===== src/pkg/pec_pkg.sv =====
package pec_pkg;

  // Register offsets on the plain register port
  localparam logic [3:0] OFS_SEL0    = 4'h0;
  localparam logic [3:0] OFS_SEL1    = 4'h1;
  localparam logic [3:0] OFS_CNT0_LO = 4'h2;
  localparam logic [3:0] OFS_CNT0_HI = 4'h3;
  localparam logic [3:0] OFS_CNT1_LO = 4'h4;
  localparam logic [3:0] OFS_CNT1_HI = 4'h5;
  localparam logic [3:0] OFS_STATUS  = 4'h6;

  // Event select field layout
  localparam int SEL_EVT_LSB  = 0;
  localparam int SEL_MSK_LSB  = 8;
  localparam int SEL_PIN_CTRL = 19;
  localparam int SEL_ENABLE   = 22;
  localparam logic [31:0] SEL_RESET = 32'h0000_0000;

  // Unit mask bits
  localparam int MSK_ANY_AGENT = 5;
  localparam logic [3:0] MESI_MOD = 4'h8;
  localparam logic [3:0] MESI_EXC = 4'h4;
  localparam logic [3:0] MESI_SHR = 4'h2;
  localparam logic [3:0] MESI_INV = 4'h1;

  // Cache line state encoding on the event inputs
  localparam logic [1:0] ST_INV = 2'h0;
  localparam logic [1:0] ST_SHR = 2'h1;
  localparam logic [1:0] ST_EXC = 2'h2;
  localparam logic [1:0] ST_MOD = 2'h3;

  // Event codes
  localparam logic [7:0] EV_LOAD_BLOCK     = 8'h03;
  localparam logic [7:0] EV_SB_DRAIN       = 8'h04;
  localparam logic [7:0] EV_MISALIGN       = 8'h05;
  localparam logic [7:0] EV_FP_EXEC        = 8'h10;
  localparam logic [7:0] EV_FP_MICROCODE_ASSIST_EVENT      = 8'h11;
  localparam logic [7:0] EV_MULTIPLY       = 8'h12;
  localparam logic [7:0] EV_DIVIDE         = 8'h13;
  localparam logic [7:0] EV_DIV_BUSY       = 8'h14;
  localparam logic [7:0] EV_SL_STROBE      = 8'h21;
  localparam logic [7:0] EV_SL_DBUS_BUSY   = 8'h22;
  localparam logic [7:0] EV_SL_READ_BUSY   = 8'h23;
  localparam logic [7:0] EV_SL_ALLOC       = 8'h24;
  localparam logic [7:0] EV_SL_MOD_ALLOC   = 8'h25;
  localparam logic [7:0] EV_SL_EVICT       = 8'h26;
  localparam logic [7:0] EV_SL_MOD_EVICT   = 8'h27;
  localparam logic [7:0] EV_SL_STORE       = 8'h2A;
  localparam logic [7:0] EV_SL_REQUEST     = 8'h2E;
  localparam logic [7:0] EV_BUS_REQ_OUT    = 8'h60;
  localparam logic [7:0] EV_BLOCK_NEXT     = 8'h61;
  localparam logic [7:0] EV_DATA_READY     = 8'h62;
  localparam logic [7:0] EV_BUS_LOCK       = 8'h63;
  localparam logic [7:0] EV_DATA_RECV      = 8'h64;
  localparam logic [7:0] EV_BURST_READ     = 8'h65;
  localparam logic [7:0] EV_OWN_READ       = 8'h66;
  localparam logic [7:0] EV_WRITEBACK      = 8'h67;
  localparam logic [7:0] EV_IO_TXN         = 8'h6C;
  localparam logic [7:0] EV_MEM_TXN        = 8'h6F;
  localparam logic [7:0] EV_ANY_TXN        = 8'h70;
  localparam logic [7:0] EV_SNOOP_HIT      = 8'h7A;
  localparam logic [7:0] EV_SNOOP_HIT_MOD  = 8'h7B;
  localparam logic [7:0] EV_SNOOP_STALL    = 8'h7E;
  localparam logic [7:0] EV_FP_RETIRED     = 8'hC1;

  // Core to bus clock ratio codes
  localparam logic [2:0] RATIO_2_TO_1 = 3'h2;
  localparam logic [2:0] RATIO_3_TO_1 = 3'h3;

  localparam int REQ_W = 4;

endpackage


===== src/pkg/pec_evt_if.sv =====
`timescale 1ns/1ps
interface pec_evt_if #(parameter int REQ_W = 4);
  logic [31:0]      sel;
  logic             bus_tick;
  logic [REQ_W-1:0] req_out;
  logic [31:0]      ev;
  logic             hit;
  logic [REQ_W-1:0] add;
  modport src (output sel, bus_tick, req_out, ev);
  modport cnt (input sel, bus_tick, req_out, ev, output hit, add);
endinterface


===== src/rtl/pec_sel.sv =====
`timescale 1ns/1ps
module pec_sel #(
  parameter int IS_CTR1 = 0
) (
  pec_evt_if.cnt e
);
  logic [7:0] code;
  logic [7:0] unit_qualifier_mask;
  logic       any_ok;
  assign code = e.sel[pec_pkg::SEL_MSK_LSB-1:pec_pkg::SEL_EVT_LSB];
  assign unit_qualifier_mask = e.sel[pec_pkg::SEL_MSK_LSB+7:pec_pkg::SEL_MSK_LSB];
  assign any_ok = unit_qualifier_mask[pec_pkg::MSK_ANY_AGENT];

  always_comb begin
    e.hit = 1'b0;
    e.add = '0;
    case (code)
      pec_pkg::EV_SL_STORE:      e.hit = e.ev[0];
      pec_pkg::EV_SL_REQUEST:    e.hit = e.ev[1];
      pec_pkg::EV_SL_ALLOC:      e.hit = e.ev[2];
      pec_pkg::EV_SL_MOD_ALLOC:  e.hit = e.ev[3];
      pec_pkg::EV_SL_EVICT:      e.hit = e.ev[4];
      pec_pkg::EV_SL_MOD_EVICT:  e.hit = e.ev[5];
      pec_pkg::EV_SL_STROBE:     e.hit = e.ev[6];
      pec_pkg::EV_SL_DBUS_BUSY:  e.hit = e.ev[7];
      pec_pkg::EV_SL_READ_BUSY:  e.hit = e.ev[8];
      pec_pkg::EV_DATA_READY:    e.hit = any_ok ? e.ev[10]
                                               : e.ev[9] & e.bus_tick;
      pec_pkg::EV_BUS_LOCK:      e.hit = e.ev[11];
      pec_pkg::EV_BUS_REQ_OUT:   e.add = e.req_out;
      pec_pkg::EV_BURST_READ:    e.hit = any_ok ? e.ev[13] : e.ev[12];
      pec_pkg::EV_OWN_READ:      e.hit = any_ok ? e.ev[15] : e.ev[14];
      pec_pkg::EV_WRITEBACK:     e.hit = any_ok ? e.ev[17] : e.ev[16];
      pec_pkg::EV_IO_TXN:        e.hit = any_ok ? e.ev[19] : e.ev[18];
      pec_pkg::EV_MEM_TXN:       e.hit = any_ok ? e.ev[21] : e.ev[20];
      pec_pkg::EV_ANY_TXN:       e.hit = any_ok ? e.ev[23] : e.ev[22];
      pec_pkg::EV_DATA_RECV:     e.hit = e.ev[24] & e.bus_tick;
      pec_pkg::EV_BLOCK_NEXT:    e.hit = e.ev[25] & e.bus_tick;
      pec_pkg::EV_SNOOP_HIT:     e.hit = e.ev[26] & e.bus_tick;
      pec_pkg::EV_SNOOP_HIT_MOD: e.hit = e.ev[27] & e.bus_tick;
      pec_pkg::EV_SNOOP_STALL:   e.hit = e.ev[28];
      pec_pkg::EV_FP_RETIRED:    e.hit = (IS_CTR1 == 0) & e.ev[29];
      pec_pkg::EV_FP_EXEC:       e.hit = (IS_CTR1 == 0) & e.ev[30];
      pec_pkg::EV_DIV_BUSY:      e.hit = (IS_CTR1 == 0) & e.ev[31];
      default:                   e.hit = 1'b0;
    endcase
  end
endmodule


===== src/rtl/pec_top.sv =====
`timescale 1ns/1ps
// What this block does
// - Code 2AH counts qualified second-level stores
// - Store count keeps TLB misses, drops uncacheable
// - Codes 24H-27H count line allocs and evictions
// - 2EH counts requests, 21H counts address strobes
// - 22H data bus busy, 23H read busy
// - 62H self bus clocks, any processor clocks
// - 63H counts lock cycles in processor clocks
// - 60H adds outstanding full-line reads per cycle
// - 65H-67H count completed bus transactions
// - 6CH IO, 6FH memory, 70H all transactions
// - 64H receive, 61H block-next drive, bus clocks
// - 7AH/7BH snoop pin drive, 7EH snoop stall
// - Pin control set, ratio 2 or 3: pulse
// - Pin control clear toggles; other ratios idle
// - C1H retired FP ops, counter 0 only
// - 10H executed FP ops, counter 0 only
// - 11H FP microcode assists, counter 1 only
// - 12H/13H multiplies, divides, counter 1 only
// - 14H divider busy cycles, counter 0 only
// - 03H counts store-buffer blocked loads
// - 04H counts store buffer drain cycles
// - 05H counts misaligned micro-op dispatch cycles
// - Unit mask low bits select line states
// - Unit mask bit 5 selects self or any
module pec_top #(
  parameter int CNT_W = 40,
  parameter int REQ_W = pec_pkg::REQ_W
) (
  // Clock and reset
  input  wire logic             ref_clk_i,
  input  wire logic             resetn_i,
  // Register port
  input  wire logic [3:0]       reg_addr_i,
  input  wire logic [31:0]      reg_wdata_i,
  input  wire logic             reg_wr_i,
  input  wire logic             reg_rd_i,
  output logic      [31:0]      reg_rdata_o,
  // Bus clock phase and ratio
  input  wire logic             bus_tick_i,
  input  wire logic [2:0]       clk_ratio_i,
  // Second-level cache events
  input  wire logic             sl_store_i,
  input  wire logic             sl_store_cacheable_i,
  input  wire logic             sl_request_i,
  input  wire logic [1:0]       sl_line_state_i,
  input  wire logic             second_level_alloc_event_i,
  input  wire logic             second_level_mod_alloc_event_i,
  input  wire logic             second_level_evict_event_i,
  input  wire logic             second_level_mod_evict_event_i,
  input  wire logic             second_level_strobe_event_i,
  input  wire logic             second_level_databus_busy_event_i,
  input  wire logic             second_level_read_busy_event_i,
  // External bus events
  input  wire logic             data_ready_pin_self_i,
  input  wire logic             data_ready_pin_any_i,
  input  wire logic             bus_lock_i,
  input  wire logic [REQ_W-1:0] bus_req_outstanding_i,
  input  wire logic [5:0]       txn_done_self_i,
  input  wire logic [5:0]       txn_done_any_i,
  input  wire logic             data_receive_event_i,
  input  wire logic             block_next_request_pin_i,
  input  wire logic             snoop_hit_pin_i,
  input  wire logic             snoop_hit_modified_pin_i,
  input  wire logic             snoop_stall_i,
  // Floating point and divider events
  input  wire logic             fp_retired_ops_event_i,
  input  wire logic             fp_executed_ops_event_i,
  input  wire logic             fp_microcode_assist_event_i,
  input  wire logic             multiply_event_i,
  input  wire logic             divide_event_i,
  input  wire logic             divider_busy_i,
  // Memory ordering events
  input  wire logic             load_block_event_i,
  input  wire logic             store_buffer_drain_event_i,
  input  wire logic             misaligned_access_event_i,
  // Breakpoint monitor pins and overflow
  output logic      [1:0]       breakpoint_monitor_pins_o,
  output logic      [1:0]       overflow_o
);

  if (CNT_W < 33 || CNT_W > 64) begin : g_bad_cnt_w
    $error("CNT_W must be 33..64");
  end
  if (REQ_W < 1 || REQ_W > 8) begin : g_bad_req_w
    $error("REQ_W must be 1..8");
  end

  ////////////////////////////////////////////////////////////////////////////
  // Event select registers
  logic [31:0]      event_select_zero_ff;
  logic [31:0]      event_select_one_ff;
  logic [CNT_W-1:0] cnt_ff [2];
  logic [1:0]       ovf_sticky_ff;
  logic [1:0]       ovf_pulse;

  always_ff @(posedge ref_clk_i or negedge resetn_i) begin
    if (!resetn_i) begin
      event_select_zero_ff <= pec_pkg::SEL_RESET;
      event_select_one_ff  <= pec_pkg::SEL_RESET;
    end else if (reg_wr_i) begin
      // Unlisted codes are stored as written; they count nothing
      if (reg_addr_i == pec_pkg::OFS_SEL0) event_select_zero_ff <= reg_wdata_i;
      if (reg_addr_i == pec_pkg::OFS_SEL1) event_select_one_ff  <= reg_wdata_i;
    end
  end

  ////////////////////////////////////////////////////////////////////////////
  // State qualification for second-level cache events
  logic [3:0] state_bit;
  always_comb begin
    case (sl_line_state_i)
      pec_pkg::ST_MOD: state_bit = pec_pkg::MESI_MOD;
      pec_pkg::ST_EXC: state_bit = pec_pkg::MESI_EXC;
      pec_pkg::ST_SHR: state_bit = pec_pkg::MESI_SHR;
      default:         state_bit = pec_pkg::MESI_INV;
    endcase
  end

  logic [31:0] sel_w [2];
  assign sel_w[0] = event_select_zero_ff;
  assign sel_w[1] = event_select_one_ff;

  ////////////////////////////////////////////////////////////////////////////
  // Per-counter selection and counting
  logic [1:0] hit_w;
  logic [REQ_W-1:0] add_w [2];

  genvar g;
  generate
    for (g = 0; g < 2; g++) begin : g_ctr
      pec_evt_if #(.REQ_W(REQ_W)) ei ();
      logic [3:0]  mesi;
      logic        en;
      logic        extra;
      logic [31:0] ev;
      assign mesi = sel_w[g][pec_pkg::SEL_MSK_LSB+3:pec_pkg::SEL_MSK_LSB];
      assign en   = sel_w[g][pec_pkg::SEL_ENABLE];
      always_comb begin
        ev     = '0;
        // Only cacheable stores count; zero mask counts nothing
        ev[0]  = sl_store_i & sl_store_cacheable_i & |(mesi & state_bit);
        ev[1]  = sl_request_i & |(mesi & state_bit);
        ev[2]  = second_level_alloc_event_i;
        ev[3]  = second_level_mod_alloc_event_i;
        ev[4]  = second_level_evict_event_i;
        ev[5]  = second_level_mod_evict_event_i;
        ev[6]  = second_level_strobe_event_i;
        ev[7]  = second_level_databus_busy_event_i;
        ev[8]  = second_level_read_busy_event_i;
        ev[9]  = data_ready_pin_self_i;
        ev[10] = data_ready_pin_any_i;
        ev[11] = bus_lock_i;
        ev[12] = txn_done_self_i[0];
        ev[13] = txn_done_any_i[0];
        ev[14] = txn_done_self_i[1];
        ev[15] = txn_done_any_i[1];
        ev[16] = txn_done_self_i[2];
        ev[17] = txn_done_any_i[2];
        ev[18] = txn_done_self_i[3];
        ev[19] = txn_done_any_i[3];
        ev[20] = txn_done_self_i[4];
        ev[21] = txn_done_any_i[4];
        ev[22] = txn_done_self_i[5];
        ev[23] = txn_done_any_i[5];
        ev[24] = data_receive_event_i;
        ev[25] = block_next_request_pin_i;
        ev[26] = snoop_hit_pin_i;
        ev[27] = snoop_hit_modified_pin_i;
        ev[28] = snoop_stall_i;
        ev[29] = fp_retired_ops_event_i;
        ev[30] = fp_executed_ops_event_i;
        ev[31] = divider_busy_i;
      end
      assign ei.sel      = sel_w[g];
      assign ei.bus_tick = bus_tick_i;
      assign ei.req_out  = bus_req_outstanding_i;
      assign ei.ev       = ev;
      pec_sel #(.IS_CTR1(g)) u_sel (.e(ei.cnt));

      // Events outside the shared decoder
      always_comb begin
        case (sel_w[g][pec_pkg::SEL_MSK_LSB-1:pec_pkg::SEL_EVT_LSB])
          pec_pkg::EV_FP_MICROCODE_ASSIST_EVENT: extra = (g == 1) & fp_microcode_assist_event_i;
          pec_pkg::EV_MULTIPLY:  extra = (g == 1) & multiply_event_i;
          pec_pkg::EV_DIVIDE:    extra = (g == 1) & divide_event_i;
          pec_pkg::EV_LOAD_BLOCK: extra = load_block_event_i;
          pec_pkg::EV_SB_DRAIN:  extra = store_buffer_drain_event_i;
          pec_pkg::EV_MISALIGN:  extra = misaligned_access_event_i;
          default:               extra = 1'b0;
        endcase
      end
      assign hit_w[g] = en & (ei.hit | extra);
      assign add_w[g] = en ? ei.add : '0;

      logic [CNT_W:0] sum;
      logic           wr_lo;
      logic           wr_hi;
      assign sum = {1'b0, cnt_ff[g]} + CNT_W'(add_w[g]) + CNT_W'(hit_w[g]);
      assign wr_lo = reg_wr_i && reg_addr_i == 4'(pec_pkg::OFS_CNT0_LO + 2 * g);
      assign wr_hi = reg_wr_i && reg_addr_i == 4'(pec_pkg::OFS_CNT0_HI + 2 * g);
      // Carry out of the top bit marks the wrap; a counter write drops it
      assign ovf_pulse[g] = sum[CNT_W] & ~(wr_lo | wr_hi);

      always_ff @(posedge ref_clk_i or negedge resetn_i) begin
        if (!resetn_i) begin
          cnt_ff[g] <= '0;
        end else if (wr_lo) begin
          cnt_ff[g] <= {cnt_ff[g][CNT_W-1:32], reg_wdata_i};
        end else if (wr_hi) begin
          cnt_ff[g] <= {reg_wdata_i[CNT_W-33:0], cnt_ff[g][31:0]};
        end else begin
          cnt_ff[g] <= sum[CNT_W-1:0];
        end
      end

      // Breakpoint monitor pin: pulse or toggle on overflow
      logic ratio_ok;
      assign ratio_ok = (clk_ratio_i == pec_pkg::RATIO_2_TO_1) ||
                        (clk_ratio_i == pec_pkg::RATIO_3_TO_1);
      always_ff @(posedge ref_clk_i or negedge resetn_i) begin
        if (!resetn_i) begin
          breakpoint_monitor_pins_o[g] <= 1'b0;
        end else if (sel_w[g][pec_pkg::SEL_PIN_CTRL]) begin
          breakpoint_monitor_pins_o[g] <= ovf_pulse[g] & ratio_ok;
        end else if (ovf_pulse[g] & ratio_ok) begin
          breakpoint_monitor_pins_o[g] <= ~breakpoint_monitor_pins_o[g];
        end
      end

      always_ff @(posedge ref_clk_i or negedge resetn_i) begin
        if (!resetn_i) begin
          overflow_o[g] <= 1'b0;
        end else begin
          overflow_o[g] <= ovf_pulse[g];
        end
      end
    end
  endgenerate

  ////////////////////////////////////////////////////////////////////////////
  // Sticky overflow status; a new overflow wins over a clear
  always_ff @(posedge ref_clk_i or negedge resetn_i) begin
    if (!resetn_i) begin
      ovf_sticky_ff <= 2'h0;
    end else if (reg_wr_i && reg_addr_i == pec_pkg::OFS_STATUS) begin
      ovf_sticky_ff <= (ovf_sticky_ff & ~reg_wdata_i[1:0]) | ovf_pulse;
    end else begin
      ovf_sticky_ff <= ovf_sticky_ff | ovf_pulse;
    end
  end

  ////////////////////////////////////////////////////////////////////////////
  // Read data, one cycle after the read strobe
  logic [63:0] c0_ext;
  logic [63:0] c1_ext;
  assign c0_ext = 64'(cnt_ff[0]);
  assign c1_ext = 64'(cnt_ff[1]);

  always_ff @(posedge ref_clk_i or negedge resetn_i) begin
    if (!resetn_i) begin
      reg_rdata_o <= 32'h0000_0000;
    end else if (reg_rd_i) begin
      case (reg_addr_i)
        pec_pkg::OFS_SEL0:    reg_rdata_o <= event_select_zero_ff;
        pec_pkg::OFS_SEL1:    reg_rdata_o <= event_select_one_ff;
        pec_pkg::OFS_CNT0_LO: reg_rdata_o <= c0_ext[31:0];
        pec_pkg::OFS_CNT0_HI: reg_rdata_o <= c0_ext[63:32];
        pec_pkg::OFS_CNT1_LO: reg_rdata_o <= c1_ext[31:0];
        pec_pkg::OFS_CNT1_HI: reg_rdata_o <= c1_ext[63:32];
        pec_pkg::OFS_STATUS:  reg_rdata_o <= {30'h0000_0000, ovf_sticky_ff};
        default:              reg_rdata_o <= 32'h0000_0000;
      endcase
    end else begin
      reg_rdata_o <= 32'h0000_0000;
    end
  end

endmodule


===== config.mk =====
export PLATFORM = sky130hd
export DESIGN_NAME = pec_top
export DESIGN_NICKNAME = d
export VERILOG_FILES = /design/src/pkg/pec_pkg.sv /design/src/pkg/pec_evt_if.sv /design/src/rtl/pec_sel.sv /design/src/rtl/pec_top.sv
export SDC_FILE = /design/constraint.sdc
export NUM_CORES = 1
export LEC_CHECK = 0
export ABC_AREA = 1
export BUFFER_PORTS_ARGS = -buffer_cell sky130_fd_sc_hd__buf_2
export CAP_MARGIN = 15
export CELL_PAD_IN_SITES_DETAIL_PLACEMENT = 1
export CELL_PAD_IN_SITES_GLOBAL_PLACEMENT = 2
export CORE_MARGIN = 2
export CORE_UTILIZATION = 33
export CTS_CLUSTER_DIAMETER = 50
export DETAILED_ROUTE_END_ITERATION = 16
export GPL_TIMING_DRIVEN = 0
export HOLD_SLACK_MARGIN = 0.08
export PLACE_DENSITY_LB_ADDON = 0.1
export SLEW_MARGIN = 20
export SYNTH_ARGS = -nofsm -noshare
export SYNTH_HDL_FRONTEND = slang
export SYNTH_SLANG_ARGS = --single-unit

===== constraint.sdc =====
create_clock -name ref_clk_i -period 3.32 [get_ports ref_clk_i]
set_clock_uncertainty 0.05 [all_clocks]
set_input_delay 0.166 -clock ref_clk_i [delete_from_list [all_inputs] [get_ports ref_clk_i]]
set_output_delay 0.166 -clock ref_clk_i [all_outputs]
set_load 0.01 [all_outputs]

==> flow_metrics.py <==
metrics = {
    "status": {
        "status": "complete, but fails checks",
        "violations": "setup timing",
    },
    "clocking": {
        "clock_path_buffers": 2,
        "cts_tree": "built",
        "clock-sinks": 182,
        "clk_latency_ps": 460,
        "h-tree-depth": 4,
        "root_buffer": "clkbuf_16",
        "clk_pin_slew_worst_paths_ps": 90,
        "cts_buffers": 17,
    },
    "yosys": {
        "yosys.area.top_type": "dfrtp_1",
        "synth_common_cells": "534 x nand2_1, 208 x nor2_1, 186 x nand3_1",
        "synth_async_sr_flop_share": 1.00,
        "postSynthAreaPerCell_um2": 6.80,
        "synth_top_area_share": 0.386,
        "synthesis.instances": 1738,
        "synth_edf_count": 0,
        "syn_nets": 1837,
        "dominantRegCellSynth": "dfrtp_1",
        "ys_warn_count": 0,
        "synthMostInstantiatedCell": "nand2_1",
        "synth_cell_types": 48,
        "synth-seq-area-share": 0.386,
        "synthTopCellsByArea": "dfrtp_1 39%, nand2_1 17%, nand3_1 7.9%",
        "synth_area_um2": 11800,
        "synth_seq_cells": 182,
    },
    "floorplanning": {
        "start_util": 0.334,
        "rows": 69,
        "dieArea_um2": 37300,
        "io_pins": 125,
        "core_region_area_um2": 35400,
        "die_height_um": 193,
        "fp.dieW_um": 193,
    },
    "finish": {
        "final_layout_size_suffix_gt1_frac": 0.204,
        "final_cell_count_no_fill": 2422,
        "area_growth_pct": 26.6,
        "finalNetCount": 2045,
    },
    "worst_setup_path": {
        "path_cells": "buf_4 > nand2_2 > nor2_4 > nand3_2 > nand2_2 > nor2_2 > nand2_1 > nor2_2 > nand3_2 > nand2_2 > inv_2 > fa_2 > inv_2 > fa_2 > o21ai_4 > nand2_4 > nor2_2 > nand3_2 > nor4_4",
        "path_buf_inv": 3,
        "crit_path_max_incr_delay_ps": 450,
        "worstPathRequired_ps": 3630,
        "cp_max_fo": 4,
        "cp_slowest_cell": "dfrtp_2",
        "crit_path_start_kind": "flop",
        "worst_setup_path_end_kind": "flop",
        "path_class": "flop to flop",
        "worstPathArrival_ps": 3650,
        "crit_family": "simple AND/OR/NAND/NOR gates",
    },
    "sta": {
        "grt_setup_unrepaired": "yes",
        "slew_viol_final": 0,
        "max_freq_mhz": 299,
        "finalHoldWorstSlack_ps": 96.1,
        "finalHoldViolCount": 0,
        "fin_ws_ps": -20.6,
        "min_period_ps": 3340,
        "tightest_slew_ps": 812,
        "tns_ps": -62.6,
        "relSlewSlack": 0.457,
        "setup_viol": 4,
        "fin_crit_sh": 1.01,
    },
    "place": {
        "pre_cts_ws_ps": -836,
        "numPlacedInstances": 2324,
        "gp_congestion": 0.945,
        "hpwl_um": 45200,
        "port_buffers": 123,
    },
    "worst_hold_path": {
        "hp-class": "input pin to async pin",
    },
    "route": {
        "route.vias.total": 13298,
        "detail-route-antenna-nets": 0,
        "drc": 0,
        "wl_um": 57700,
        "wl_per_cell_um": 23.8,
        "drtPass1Iterations": 5,
        "drtIter0Drc": 1021,
        "via_per_inst": 5.49,
    },
    "power": {
        "p_total_mw": 7.65,
        "ir_drop_mv": 0.318,
        "power.density_nw_per_um2": 512,
        "power.leakage_nw": 6.99,
    },
    "global_routing": {
        "antenna_found_initial": 1,
        "grtUsageTotal": 0.314,
        "grt_pass1_wl_um": 85400,
        "grt_max_degree": 87,
        "grt_overflow": 0,
        "grt_pass1_vias": 13249,
    },
    "run": {
        "maxCapViolCount": 0,
    },
}
==> final timing paths <==
check                                          from                       end  slack (ps)  cells after the start
max in group asynchronous                  resetn_i                c0_ext[31]        2330                      3
hold reg to reg            event_select_zero_ff[17]  event_select_zero_ff[17]         440                      2
setup / recovery             event_select_one_ff[0]             overflow_o[1]         -20                     19
setup reg to reg             event_select_one_ff[0]             overflow_o[1]         -20                     19
min in group ref_clk_i              reg_wdata_i[23]  event_select_zero_ff[23]         100                      3
hold / removal                             resetn_i                c1_ext[37]         100                      2
==> layout by cell type (no fill, tap or decap), drive strengths merged, types with 7 or more instances in the layout <==
cell type,instances
nor3,22
o21ai,142
clkbuf,37
o211ai,37
a221oi,26
buf,190
o221ai,9
a21oi,44
nor2,227
dfrtp,182
nand4,23
o22ai,13
inv,203
clkinv,7
nand2,544
nand3,187
dlygate4sd3,27
==> what timing repair did <==
item	CTS	global route
hold buffers	27	0
setup endpoints to repair	68	61
gates resized for setup	142	76
gates cloned	3	0
hold endpoints to repair	253	0
buffers inserted	20	14
pin swaps	20	39
==> power by group <==
part	internal, mW	switching (mW)
sequential	2.67	0.640
combinational	0.752	1.45
clock	1.02	1.12
total	4.44	3.21
==> per-stage QoR <==
stage                      util  cell area, um2
after floorplan               -           11800
after global placement    0.367           13000
after detailed placement  0.369           13100
after CTS                 0.411           14500
after global routing      0.422           14900
final                     0.422           15000
==> area by class of cell <==
cell class,instances,area (um2)
fillers,4524,20400
multi-input cells,1312,6900
flip-flops and latches,182,4560
repair buffers,186,1250
inverters,197,773
well taps,461,577
clock buffers,18,429
plain buffers,50,275
clock inverters,14,173
diodes,2,5.00
==> cell families (layout without fill, tap and decap cells) <==
group	count (synthesis)	in the layout	share of synthesized area
simple gates	1010	1013	0.365
compound gates	280	280	0.143
buf+inv	247	465	0.0865
flops	182	182	0.386
fa+ha+maj	10	10	0.0131
xor+xnor	8	8	0.00593
mux	1	1	0.000847
other cells	0	2	0
==> sequential cells by signal, summed over array words and instances (netlist names) <==
name / flops
overflow_o: 2
ovf_sticky_ff: 2
event_select_zero_ff: 32
event_select_one_ff: 32
c1_ext: 40
reg_rdata_o: 32
breakpoint_monitor_pins_o: 2
c0_ext: 40
==> per-layer routing <==
metal | share of wire | global-route usage | vias to the layer above
li1 | - | - | 6157
met1 | 0.45 | 0.430 | 6636
met2 | 0.47 | 0.525 | 434
met3 | 0.053 | 0.0338 | 71
met4 | 0.029 | 0.0889 | 0
met5 | 0 | 0 | -
Power figures use the tool's default switching activity.
